File: config.mk
export PLATFORM = sky130hd
export DESIGN_NAME = uart_status_control
export DESIGN_NICKNAME = d
export VERILOG_FILES = /design/src/rtl/uart_status_control_pkg.sv /design/src/rtl/uart_status_control.sv
export VERILOG_INCLUDE_DIRS = /design/src /design/src/rtl
export SDC_FILE = /design/constraint.sdc
export NUM_CORES = 1
export LEC_CHECK = 0
export ABC_AREA = 1
export BUFFER_PORTS_ARGS = -buffer_cell sky130_fd_sc_hd__buf_2
export CORE_MARGIN = 2
export CORE_UTILIZATION = 45
export DETAILED_ROUTE_END_ITERATION = 8
export PLACE_DENSITY = 0.77
export SLEW_MARGIN = 0
export SYNTH_ARGS = -nofsm -noshare
export SYNTH_HDL_FRONTEND = slang
export SYNTH_SLANG_ARGS = --single-unit
export TNS_END_PERCENT = 10
File: constraint.sdc
create_clock -name clk_i -period 1.6 [get_ports clk_i]
set_input_delay 0.4 -clock clk_i [delete_from_list [all_inputs] [get_ports clk_i]]
set_output_delay 0.4 -clock clk_i [all_outputs]
set_load 0.02 [all_outputs]
File: src/rtl/uart_status_control_regs.svh
// Purpose: Register offsets, bit positions and reset values of the serial status block.
// Assumes: Register index equals port address.
// Notes:   Definitions only.
`ifndef UART_STATUS_CONTROL_REGS_SVH
`define UART_STATUS_CONTROL_REGS_SVH

// ==========================================================
// Register offsets
`define OFS_STATUS    2'h0
`define OFS_DATA      2'h1
`define OFS_CTRL_ONE  2'h2

// ==========================================================
// Status bits
`define ST_TX_EMPTY   7
`define ST_TX_DONE    6
`define ST_RX_FULL    5
`define ST_QUIET      4
`define ST_OVERRUN    3
`define ST_NOISE      2
`define ST_FRAMING    1
`define ST_PARITY     0

// ==========================================================
// Control one bits
`define C1_RX_NINTH   7
`define C1_TX_NINTH   6
`define C1_LOW_POWER  5
`define C1_WORD_NINE  4
`define C1_WAKE_MARK  3
`define C1_PAR_EN     2
`define C1_PAR_ODD    1
`define C1_PAR_IRQ    0

// ==========================================================
// Reset values
`define STATUS_RESET  8'hC0
`define CTRL_RESET    8'h00
`define DATA_RESET    8'h00

`endif

File: src/rtl/uart_status_control_pkg.sv
// Purpose: Types shared by the serial status block.
// Assumes: Constants live in uart_status_control_regs.svh.
// Notes:   Nothing is imported; use the scoped names.
package uart_status_control_pkg;

	// ==========================================================
	// Register select
	typedef enum logic [1:0] {
		SEL_STATUS = 2'b00,
		SEL_DATA   = 2'b01,
		SEL_CTRL   = 2'b10,
		SEL_NONE   = 2'b11
	} reg_sel_t;

endpackage

File: src/rtl/uart_status_control.sv
// Purpose: Status flags, interrupt request and first control register of the serial port.
// Assumes: Shifters, baud logic and second control register sit outside on clk_i.
// Notes:   Flags clear only by a status read followed by a data access.
//
// Overview of operation
// - Any enabled serial event wakes the core out of Wait.
// - In Halt the link stops and no event wakes the core.
// - All events but noise and framing share one request, gated by enables and global unmask.
// - Status register is read only, bits as listed, reset C0h.
// - Tx empty sets on load into shifter; status then data write clears.
// - Holding word is not loaded while tx empty flag is set.
// - Tx done sets after a data frame, not preamble or break.
// - Rx full sets when a word lands; status then data read clears.
// - Quiet line sets on idle, re-armed only by a new rx full.
// - Overrun sets when a word completes while rx full is set.
// - On overrun the unread word is kept, the new one dropped.
// - Noise flag sets on noisy frame and raises no interrupt.
// - Framing sets without interrupt; with overrun only overrun shows.
// - Parity error sets on failed check; interrupt when enabled.
// - Nine-bit mode stores rx ninth bit and sends tx ninth bit.
// - Low power bit stops link after the current byte.
// - Word length bit selects eight or nine data bits.
// - Wake bit selects idle line or address mark wake-up.
// - Parity enable inserts and checks parity at the MSB, after current byte.
// - Parity select picks even or odd, after current byte.
// - Control bit 0 enables the parity error interrupt.
// - Rx enable requests on overrun or rx full.
`timescale 1ns/1ns
`include "uart_status_control_regs.svh"

module uart_status_control #(
	parameter int ADDR_W = 2
) (
	input  wire logic              clk_i,
	input  wire logic              reset_i,
	input  wire logic [ADDR_W-1:0] addr_i,
	input  wire logic [7:0]        wdata_i,
	input  wire logic              wr_i,
	input  wire logic              rd_i,
	output logic      [7:0]        rdata_o,
	input  wire logic              tx_empty_irq_enable_i,
	input  wire logic              tx_done_irq_enable_i,
	input  wire logic              rx_irq_enable_i,
	input  wire logic              quiet_line_irq_enable_i,
	input  wire logic              global_irq_unmask_i,
	input  wire logic              wait_mode_i,
	input  wire logic              halt_mode_i,
	input  wire logic              tx_busy_i,
	input  wire logic              rx_busy_i,
	input  wire logic              shift_ready_i,
	output logic                   shift_load_o,
	output logic      [8:0]        shift_word_o,
	input  wire logic              tx_frame_done_i,
	input  wire logic              tx_frame_data_i,
	input  wire logic              rx_word_valid_i,
	input  wire logic [8:0]        rx_word_i,
	input  wire logic              rx_noise_i,
	input  wire logic              rx_framing_i,
	input  wire logic              idle_line_i,
	output logic                   word_nine_o,
	output logic                   wake_address_mark_o,
	output logic                   parity_enable_o,
	output logic                   parity_odd_select_o,
	output logic                   link_stop_o,
	output logic                   irq_o,
	output logic                   wake_o
);

	// ==========================================================
	// Elaboration check
	if (ADDR_W < 2) begin : g_bad_addr
		$error("ADDR_W must be at least 2");
	end

	// ==========================================================
	// Functions
	function automatic uart_status_control_pkg::reg_sel_t
		decode(input logic [ADDR_W-1:0] a);
		uart_status_control_pkg::reg_sel_t s;
		s = uart_status_control_pkg::SEL_NONE;
		if (a == ADDR_W'(`OFS_STATUS)) begin
			s = uart_status_control_pkg::SEL_STATUS;
		end else if (a == ADDR_W'(`OFS_DATA)) begin
			s = uart_status_control_pkg::SEL_DATA;
		end else if (a == ADDR_W'(`OFS_CTRL_ONE)) begin
			s = uart_status_control_pkg::SEL_CTRL;
		end
		return s;
	endfunction

	// Xor of the data field: 8 LSBs in nine-bit mode, 7 otherwise
	function automatic logic data_xor(input logic [8:0] w, input logic nine);
		logic x;
		x = ^w[6:0];
		if (nine) begin
			x = x ^ w[7];
		end
		return x;
	endfunction

	// ==========================================================
	// State
	logic [7:0] status_q;
	logic [7:0] status_d;
	logic [7:0] ctrl_q;
	logic [7:0] ctrl_d;
	logic [7:0] tx_hold_q;
	logic [7:0] rx_hold_q;
	logic [7:0] rdata_q;
	logic [8:0] word_q;
	logic       load_q;
	logic       seen_q;
	logic       armed_q;
	logic       nine_q;
	logic       par_en_q;
	logic       par_odd_q;
	logic       stop_q;

	// ==========================================================
	// Bus decode
	uart_status_control_pkg::reg_sel_t sel;
	wire logic st_rd;
	wire logic dt_rd;
	wire logic dt_wr;
	wire logic c1_wr;
	wire logic clr_tx;
	wire logic clr_rx;

	assign sel   = decode(addr_i);
	assign st_rd = rd_i && (sel == uart_status_control_pkg::SEL_STATUS);
	assign dt_rd = rd_i && (sel == uart_status_control_pkg::SEL_DATA);
	assign dt_wr = wr_i && (sel == uart_status_control_pkg::SEL_DATA);
	assign c1_wr = wr_i && (sel == uart_status_control_pkg::SEL_CTRL);
	assign clr_tx = dt_wr && seen_q;
	assign clr_rx = dt_rd && seen_q;

	// ==========================================================
	// Format and link control
	wire logic idle_both;
	wire logic stop_d;

	assign idle_both = !tx_busy_i && !rx_busy_i;
	// low power stop waits for the byte in progress
	assign stop_d = ctrl_q[`C1_LOW_POWER] && (stop_q || idle_both);

	// ==========================================================
	// Transmit side
	wire logic       load_go;
	wire logic       tx_done_set;
	logic      [8:0] tx_fmt;

	// load only once the empty flag is clear
	assign load_go = !status_q[`ST_TX_EMPTY] && shift_ready_i && !link_stop_o
		&& !load_q;
	assign tx_done_set = tx_frame_done_i && tx_frame_data_i;

	always_comb begin
		tx_fmt = {ctrl_q[`C1_TX_NINTH] && nine_q, tx_hold_q};
		if (par_en_q) begin
			if (nine_q) begin
				tx_fmt[8] = data_xor(tx_fmt, 1'b1) ^ par_odd_q;
			end else begin
				tx_fmt[7] = data_xor(tx_fmt, 1'b0) ^ par_odd_q;
			end
		end
	end

	// ==========================================================
	// Receive side
	wire logic rx_ok;
	wire logic rx_take;
	wire logic rx_over;
	wire logic rx_pbit;
	wire logic rx_perr;
	wire logic quiet_set;

	assign rx_ok   = rx_word_valid_i && !link_stop_o;
	assign rx_over = rx_ok && status_q[`ST_RX_FULL];
	assign rx_take = rx_ok && !status_q[`ST_RX_FULL];
	assign rx_pbit = nine_q ? rx_word_i[8] : rx_word_i[7];
	assign rx_perr = par_en_q
		&& ((data_xor(rx_word_i, nine_q) ^ rx_pbit) != par_odd_q);
	assign quiet_set = idle_line_i && armed_q && !link_stop_o;

	// ==========================================================
	// Status next value, set wins over clear
	always_comb begin
		status_d = status_q;
		if (clr_tx) begin
			status_d[`ST_TX_EMPTY] = 1'b0;
			status_d[`ST_TX_DONE]  = 1'b0;
		end
		if (clr_rx) begin
			status_d[`ST_RX_FULL] = 1'b0;
			status_d[`ST_QUIET]   = 1'b0;
			status_d[`ST_OVERRUN] = 1'b0;
			status_d[`ST_NOISE]   = 1'b0;
			status_d[`ST_FRAMING] = 1'b0;
		end
		if (clr_tx || clr_rx) begin
			status_d[`ST_PARITY] = 1'b0;
		end
		if (load_go) begin
			status_d[`ST_TX_EMPTY] = 1'b1;
		end
		if (tx_done_set) begin
			status_d[`ST_TX_DONE] = 1'b1;
		end
		if (rx_take) begin
			status_d[`ST_RX_FULL] = 1'b1;
			if (rx_noise_i) begin
				status_d[`ST_NOISE] = 1'b1;
			end
			if (rx_framing_i) begin
				status_d[`ST_FRAMING] = 1'b1;
			end
			if (rx_perr) begin
				status_d[`ST_PARITY] = 1'b1;
			end
		end
		if (rx_over) begin
			status_d[`ST_OVERRUN] = 1'b1;
		end
		if (quiet_set) begin
			status_d[`ST_QUIET] = 1'b1;
		end
	end

	// ==========================================================
	// Control one next value
	always_comb begin
		ctrl_d = ctrl_q;
		// Bit 7 is hardware owned
		if (c1_wr) begin
			ctrl_d[6:0] = wdata_i[6:0];
		end
		if (rx_take && nine_q) begin
			ctrl_d[`C1_RX_NINTH] = rx_word_i[8];
		end
	end

	// ==========================================================
	// Read mux
	logic [7:0] rd_mux;

	always_comb begin
		case (sel)
			uart_status_control_pkg::SEL_STATUS: rd_mux = status_q;
			uart_status_control_pkg::SEL_DATA:   rd_mux = rx_hold_q;
			uart_status_control_pkg::SEL_CTRL:   rd_mux = ctrl_q;
			default:                              rd_mux = 8'h00;
		endcase
	end

	// ==========================================================
	// Registers
	always_ff @(posedge clk_i) begin
		if (reset_i) begin
			status_q <= `STATUS_RESET;
			ctrl_q   <= `CTRL_RESET;
		end else begin
			status_q <= status_d;
			ctrl_q   <= ctrl_d;
		end
	end

	always_ff @(posedge clk_i) begin
		if (reset_i) begin
			rdata_q <= 8'h00;
			seen_q  <= 1'b0;
		end else begin
			rdata_q <= rd_i ? rd_mux : 8'h00;
			// status read arms, data access consumes
			if (st_rd) begin
				seen_q <= 1'b1;
			end else if (dt_rd || dt_wr) begin
				seen_q <= 1'b0;
			end
		end
	end

	always_ff @(posedge clk_i) begin
		if (reset_i) begin
			tx_hold_q <= `DATA_RESET;
			rx_hold_q <= `DATA_RESET;
		end else begin
			if (dt_wr) begin
				tx_hold_q <= wdata_i;
			end
			// holding register only written when free
			if (rx_take) begin
				rx_hold_q <= rx_word_i[7:0];
			end
		end
	end

	always_ff @(posedge clk_i) begin
		if (reset_i) begin
			word_q <= 9'h000;
			load_q <= 1'b0;
		end else begin
			load_q <= load_go;
			if (load_go) begin
				word_q <= tx_fmt;
			end
		end
	end

	always_ff @(posedge clk_i) begin
		if (reset_i) begin
			armed_q <= 1'b0;
		end else if (rx_take) begin
			armed_q <= 1'b1;
		end else if (quiet_set) begin
			armed_q <= 1'b0;
		end
	end

	always_ff @(posedge clk_i) begin
		if (reset_i) begin
			nine_q    <= 1'b0;
			par_en_q  <= 1'b0;
			par_odd_q <= 1'b0;
			stop_q    <= 1'b0;
		end else begin
			if (idle_both) begin
				nine_q    <= ctrl_q[`C1_WORD_NINE];
				par_en_q  <= ctrl_q[`C1_PAR_EN];
				par_odd_q <= ctrl_q[`C1_PAR_ODD];
			end
			stop_q <= stop_d;
		end
	end

	// ==========================================================
	// Interrupt request
	wire logic req;

	assign req = (tx_empty_irq_enable_i && status_q[`ST_TX_EMPTY])
		|| (tx_done_irq_enable_i && status_q[`ST_TX_DONE])
		|| (rx_irq_enable_i && (status_q[`ST_RX_FULL] || status_q[`ST_OVERRUN]))
		|| (quiet_line_irq_enable_i && status_q[`ST_QUIET])
		|| (ctrl_q[`C1_PAR_IRQ] && status_q[`ST_PARITY]);

	assign irq_o = req && global_irq_unmask_i && !halt_mode_i;
	// wake from Wait; never from Halt
	assign wake_o = req && wait_mode_i && !halt_mode_i;

	// ==========================================================
	// Outputs
	assign rdata_o      = rdata_q;
	assign shift_load_o = load_q;
	assign shift_word_o = word_q;
	assign word_nine_o         = nine_q;
	assign wake_address_mark_o = ctrl_q[`C1_WAKE_MARK];
	assign parity_enable_o     = par_en_q;
	assign parity_odd_select_o = par_odd_q;
	assign link_stop_o = stop_q || halt_mode_i;

endmodule // uart_status_control

==> results.md, run 1 <==
* CTS Hold Bufs at 0
* Unrepaired setup endpoints after global routing: yes
* Worst Tran Pin Value at 0.4760 ns
* Delay-heaviest family, CP: flip-flops
* Number of fill cells in the layout at between 500 and 600
* Total power at 2.599 mW
* Pre-antenna DRT Iters at 4
* CP arrival at ~1.2 ns
* Hold Startpoint: tx_frame_done_i
* R2r setup slk at between 0.2 and 0.3 ns
* Post-Synthesis Cell Area at around 2500 um^2
* Core area at between 5000 and 6000 um^2
* Relative slew slack at approximately two thirds
* Final-stage net count at between 400 and 500
* IO Pins at 64
* Synth warnings at 0
* Worst R2R End: ctrl_q[7]
* Via count at approximately 2,400
* Met2 wire length at roughly 2700 um
* Final hold violations at 0
* P&R area growth vs syn at 19.43%
* Setup CP Type: register to primary output
* Deepest clock path buffer count at 2
* Tcrit/Tclk final at 100.3%
* Die H at slightly below 80 um
* Total routed wirelength at 5926 um
* Net Count, Synth at around 400
* Max_cap viols at 0
* Final min period at 1.605 ns
* DP Cell Count at roughly 500
* Reg-to-Reg Start: stop_q
* Hold depth at 2
* PwrDens at about 870 nW/um^2
* # DRC at 0
* GPL Wtd Cong at 0.9212
* Status: finished with violations
* Initial DRC Count at 131
* Syn avg cell area at between 6 and 7 um^2
* CP Buf/Inv Count at 1
* Worst setup SP type: register
* Number of vias per cell at approximately 4.8
* H-tree Lvls at 2
* Global route overflow at 0
* Row cnt at 27
* CTS Root Cell: clkbuf_8
* Ant. Diodes at 0
* HPWL after detailed placement at around 4600 um
* Dpl ws at 0.03525 ns
* CP most frequent cell: o21ai_2
* Final setup fails at 1
* Routed wire length per instance at approximately 12 um
* Yosys reg bits at 56
* Post-Synthesis Cells at roughly 360
* Fin Clk Skew at around 0.0065 ns
* Tightest Hold Check Type: input port to register
* Wire length on met3 at 242 um
* Worst-path cell with the longest stage delay: dfxtp_2
* Worst path max stage delay at 0.35 ns
* CP Max Fanout at 3
* Violated checks: setup timing
* Slew Viols, Final at 0
* Worst-path clk slew at about 0.10 ns
* Worst Hold End: status_q[6]
* Commonest non-fill, non-tap cells in the layout: 119 x nand2_1, 63 x buf_2, 53 x dfxtp_1
* Sequential cell area fraction in the yosys report at about 45%
* Max Clock Freq at roughly 620 MHz
* Largest net degree at the start of global routing at 21
* Most common cell after layout, fill and taps aside: nand2_1
* CP Capture Type: primary output
* Share of layout cells above drive strength 1 at 21.91%
* Synth cell types at 26
* Die width at 78.42 um
* Buffers on Ports at 63
* Post-DP Area at between 2000 and 3000 um^2
* Post-CTS setup buffers at 0
* Initial antenna violation count at 0
* Final setup margin at -0.004733 ns
* CTS tree: done
* Leak at around 1.5 nW
* DRT antenna net count at 0
* Critical-path cell list: o21ai_2, nand2_2, o21ai_2, nor2_1, buf_2
* Clock Sinks at 56
* GRT Total Usage at approximately 20%
* Routed length on met1 at 2904 um
* Worst endpoint required time at 1.20 ns
* Top Metal Used: met4
* Reg2reg path depth at 7
* Vias in the first global route at roughly 2,200
* Initial cell density of the core at a little under half
* VDD IR max at 412.2 uV
* First-pass GRT wire length at 9811 um
* Design Area, Final at 2977 um^2
* CTS Buf Count at 5
* WHS at ~0.33 ns
* Non-filler instance count after layout at between 500 and 600
* Worst skew pair latency at between 0.3 and 0.4 ns
* DIE AREA at 6150 um^2
final cells by class:
class	instances	area [um^2]	share of cell area [%]
Multi-Input combinational cell	247	1140	38.29
Sequential cell	56	1125	37.79
Timing Repair Buffer	68	352.8	11.85
Inverter	51	191.4	6.431
Tap cell	72	90.09	3.026
Clock buffer	6	72.57	2.438
Clock inverter	1	5.005	0.1681
layer usage:
metal	track usage [%]	vias to the layer above
li1	-	1283
met1	26.15	1046
met2	33.36	53
met3	4.253	4
met4	6.842	0
met5	0	-
cells in the mapped netlist, drive strengths merged:
master / n / area share (%)
a221o: 1 / 0.40
or2: 1 / 0.25
a211oi: 1 / 0.30
nor3: 3 / 0.60
dfxtp: 56 / 45
xnor2: 2 / 0.70
nand3: 22 / 4.6
nand4: 2 / 0.75
buf: 3 / 0.85
nand2: 124 / 19
nor2: 12 / 1.8
a21oi: 35 / 7.2
inv: 51 / 7.7
xor2: 3 / 1.1
o21ai: 39 / 7.8
clkbuf: 5 / 1.2
o211ai: 1 / 0.30
nand3b: 1 / 0.45
timing repair:
item / 4_1_cts / 5_1_grt
resized for setup: 6 / 2
pin swaps: 0 / 0
setup endpoints to repair: 2 / 2
sequential cells by signal, summed over array words and instances, names as in the netlist, 8 cells and up:
register	cells
rdata_o	8
shift_word_o	9
tx_hold_q	8
ctrl_q	8
rx_hold_q	8
status_q	8
cell families (layout without fill, tap and decap cells):
logic type	after synthesis	in the layout	synth area share (%)
AO/OA/AOI/OAI	77	77	16.01
XOR/XNOR	5	5	1.757
buffers and inverters	59	126	9.689
flip-flops	56	56	44.98
AND/OR/NAND/NOR	165	165	27.56
per-stage QoR:
stage               setup TNS (ns)  utilization, %
floorplan                        0               -
global placement                 0           53.05
detailed placement               0           53.05
CTS                       -0.06377           54.66
global route               -0.1104           54.73
finish                   -0.004733           54.73
power breakdown:
part	total, mW	internal (mW)	switching, mW
combinational	0.381	0.143	0.238
sequential	1.48	1.45	0.0365
clock	0.736	0.299	0.437
total	2.60	1.89	0.711
how the worst max path moves through the flow:
stage,from,to,cells past startpoint
floorplan,halt_mode_i,rx_hold_q[2],7
detailed placement,rx_irq_enable_i,irq_o,6
global route,status_q[3],irq_o,5
global placement,rx_irq_enable_i,wake_o,6
CTS,status_q[3],irq_o,5
finish,status_q[3],irq_o,5
Power figures use the tool's default switching activity.
==> run 2: changes to the inputs <==
Settings changed: RECOVER_POWER set to 100.
==> run 2 against run 1 <==
Compared with the run above: the run still ends with setup timing left; critical path type unchanged; clock-buffer cell count unchanged; sequential share of layout area increased by 0.68 points; global-route usage unchanged; critical endpoint unchanged; first-iteration DRC count decreased by 0.76%.
==> results.md, run 2 (synthesized netlist as in run 1, its figures left out) <==
* Sum of negative setup slack at -0.003691 ns
* Most common cell after layout, fill and taps aside: nand2_1
* Fin Clk Skew at between 0.006 and 0.007 ns
* Pre-antenna DRT Iters at 4
* HPWL after detailed placement at 4649 um
* CP Buf/Inv Count at 1
* Vias in the first global route at 2,172
* GPL Wtd Cong at a little over 0.9
* Worst setup SP type: register
* Violated checks: setup timing
* Met2 wire length at 2696 um
* First-pass GRT wire length at about 9800 um
* Relative slew slack at between 50% and 60%
* CP Capture Type: primary output
* CTS Hold Bufs at 0
* Worst-path clk slew at ~0.090 ns
* GRT Total Usage at roughly 20%
* Area of the multi-input gates at between 1000 and 1500 um^2
* Leak at 1.398 nW
* Reg area at 1125 um^2
* Global route overflow at 0
* IO Pins at 64
* Initial cell density of the core at 45.82%
* Tightest Hold Check Type: input port to register
* Largest net degree at the start of global routing at 21
* Hold Startpoint: tx_frame_done_i
* Final min period at approximately 1.6 ns
* Top Metal Used: met4
* Deepest clock path buffer count at 2
* Routed length on met1 at between 2000 and 3000 um
* Unrepaired setup endpoints after global routing: yes
* CP arrival at roughly 1.2 ns
* Initial DRC Count at 130
* Initial antenna violation count at 0
* DRT antenna net count at 0
* CTS Root Cell: clkbuf_8
* H-tree Lvls at 2
* DIE AREA at between 6000 and 7000 um^2
* Final-stage net count at between 400 and 500
* Setup CP Type: register to primary output
* Final hold violations at 0
* Hold depth at 2
* Worst endpoint required time at roughly 1.2 ns
* Die width at between 70 and 80 um
* Buffers on Ports at 63
* Worst path max stage delay at 0.35 ns
* Total power at 2.586 mW
* CTS tree: done
* Share of layout cells above drive strength 1 at about 14%
* Critical-path cell list: o21ai_2, nand2_2, o21ai_2, nor2_1, buf_2
* CTS Buf Count at 5
* Number of fill cells in the layout at about 570
* Row cnt at 27
* Die H at approximately 78 um
* Core area at ~5400 um^2
* Worst-path cell with the longest stage delay: dfxtp_2
* Clock Sinks at 56
* Final setup margin at -0.003691 ns
* Tcrit/Tclk final at 100.2%
* CP most frequent cell: o21ai_2
* Reg2reg path depth at 7
* Final setup fails at 1
* Routed wire length per instance at 11.82 um
* CP Max Fanout at 3
* WHS at 0.3350 ns
* Max Clock Freq at around 620 MHz
* Slew Viols, Final at 0
* VDD IR max at 411.4 uV
* Worst R2R End: rx_hold_q[4]
* Commonest non-fill, non-tap cells in the layout: 120 x nand2_1, 53 x dfxtp_1, 50 x inv_1
* Worst skew pair latency at ~0.31 ns
* # DRC at 0
* Ant. Diodes at 0
* Wire length on met3 at approximately 290 um
* Reg-to-Reg Start: stop_q
* Delay-heaviest family, CP: flip-flops
* P&R area growth vs syn at 17.32%
* Status: finished with violations
* Worst Tran Pin Value at between 0.6 and 0.7 ns
* PwrDens at 884.4 nW/um^2
* Total routed wirelength at approximately 5900 um
* Number of vias per cell at 4.772
* Max reg flops at 9
* R2r setup slk at about 0.13 ns
* Via count at around 2,400
* Max_cap viols at 0
* Worst Hold End: status_q[6]
## run 2: cell types whose count changed in the layout (fill, tap and decap cells not counted), moves of 3 or more
cell      delta
inv_1        +4
buf_2       -26
buf_4        -3
clkbuf_1    +28
inv_2        -4
## run 2: cell type report
cell class	instances	area share, %
clock buffer	6	2.482
clock inverter	1	0.1712
inverter	51	6.547
multi-input combinational	247	38.55
sequential	56	38.47
tap	72	3.081
timing repair buffer	68	10.70
## run 2: what timing repair did
item,in CTS,in global routing
buffers inserted,0,0
setup endpoints to repair,2,2
gates resized for setup,6,2
pin swaps,0,0
## run 2: worst max path at each step
stage                                from            to  slack [ns]  cells past startpoint
after floorplan               halt_mode_i  rx_hold_q[2]        0.27                      7
after global placement    rx_irq_enable_i        wake_o        0.04                      6
after detailed placement  rx_irq_enable_i         irq_o        0.04                      6
after CTS                     status_q[3]         irq_o       -0.04                      5
after global routing          status_q[3]         irq_o       -0.06                      5
final                         status_q[3]         irq_o      -0.004                      5
## run 2: stage by stage
step | worst slack (ns) | cell area [um^2] | std cells | util, %
2_1_floorplan | 0.2670 | 2492 | 362 | -
3_3_place_gp | 0.04439 | 2885 | 494 | 53.05
3_5_place_dp | 0.03525 | 2885 | 494 | 53.05
4_1_cts | -0.03936 | 2973 | 501 | 54.66
5_1_grt | -0.06106 | 2924 | 501 | 53.76
6_report | -0.003691 | 2924 | 501 | 53.76
## run 2: metal layers
layer	track usage, %	up-vias
met2	33.36	55
met3	4.253	4
met4	6.842	0
met5	0	-
li1	-	1278
met1	26.15	1054
## run 2: report_power, final
group | internal [mW] | switching (mW)
logic | 0.136 | 0.235
clock network | 0.299 | 0.434
registers | 1.45 | 0.0369
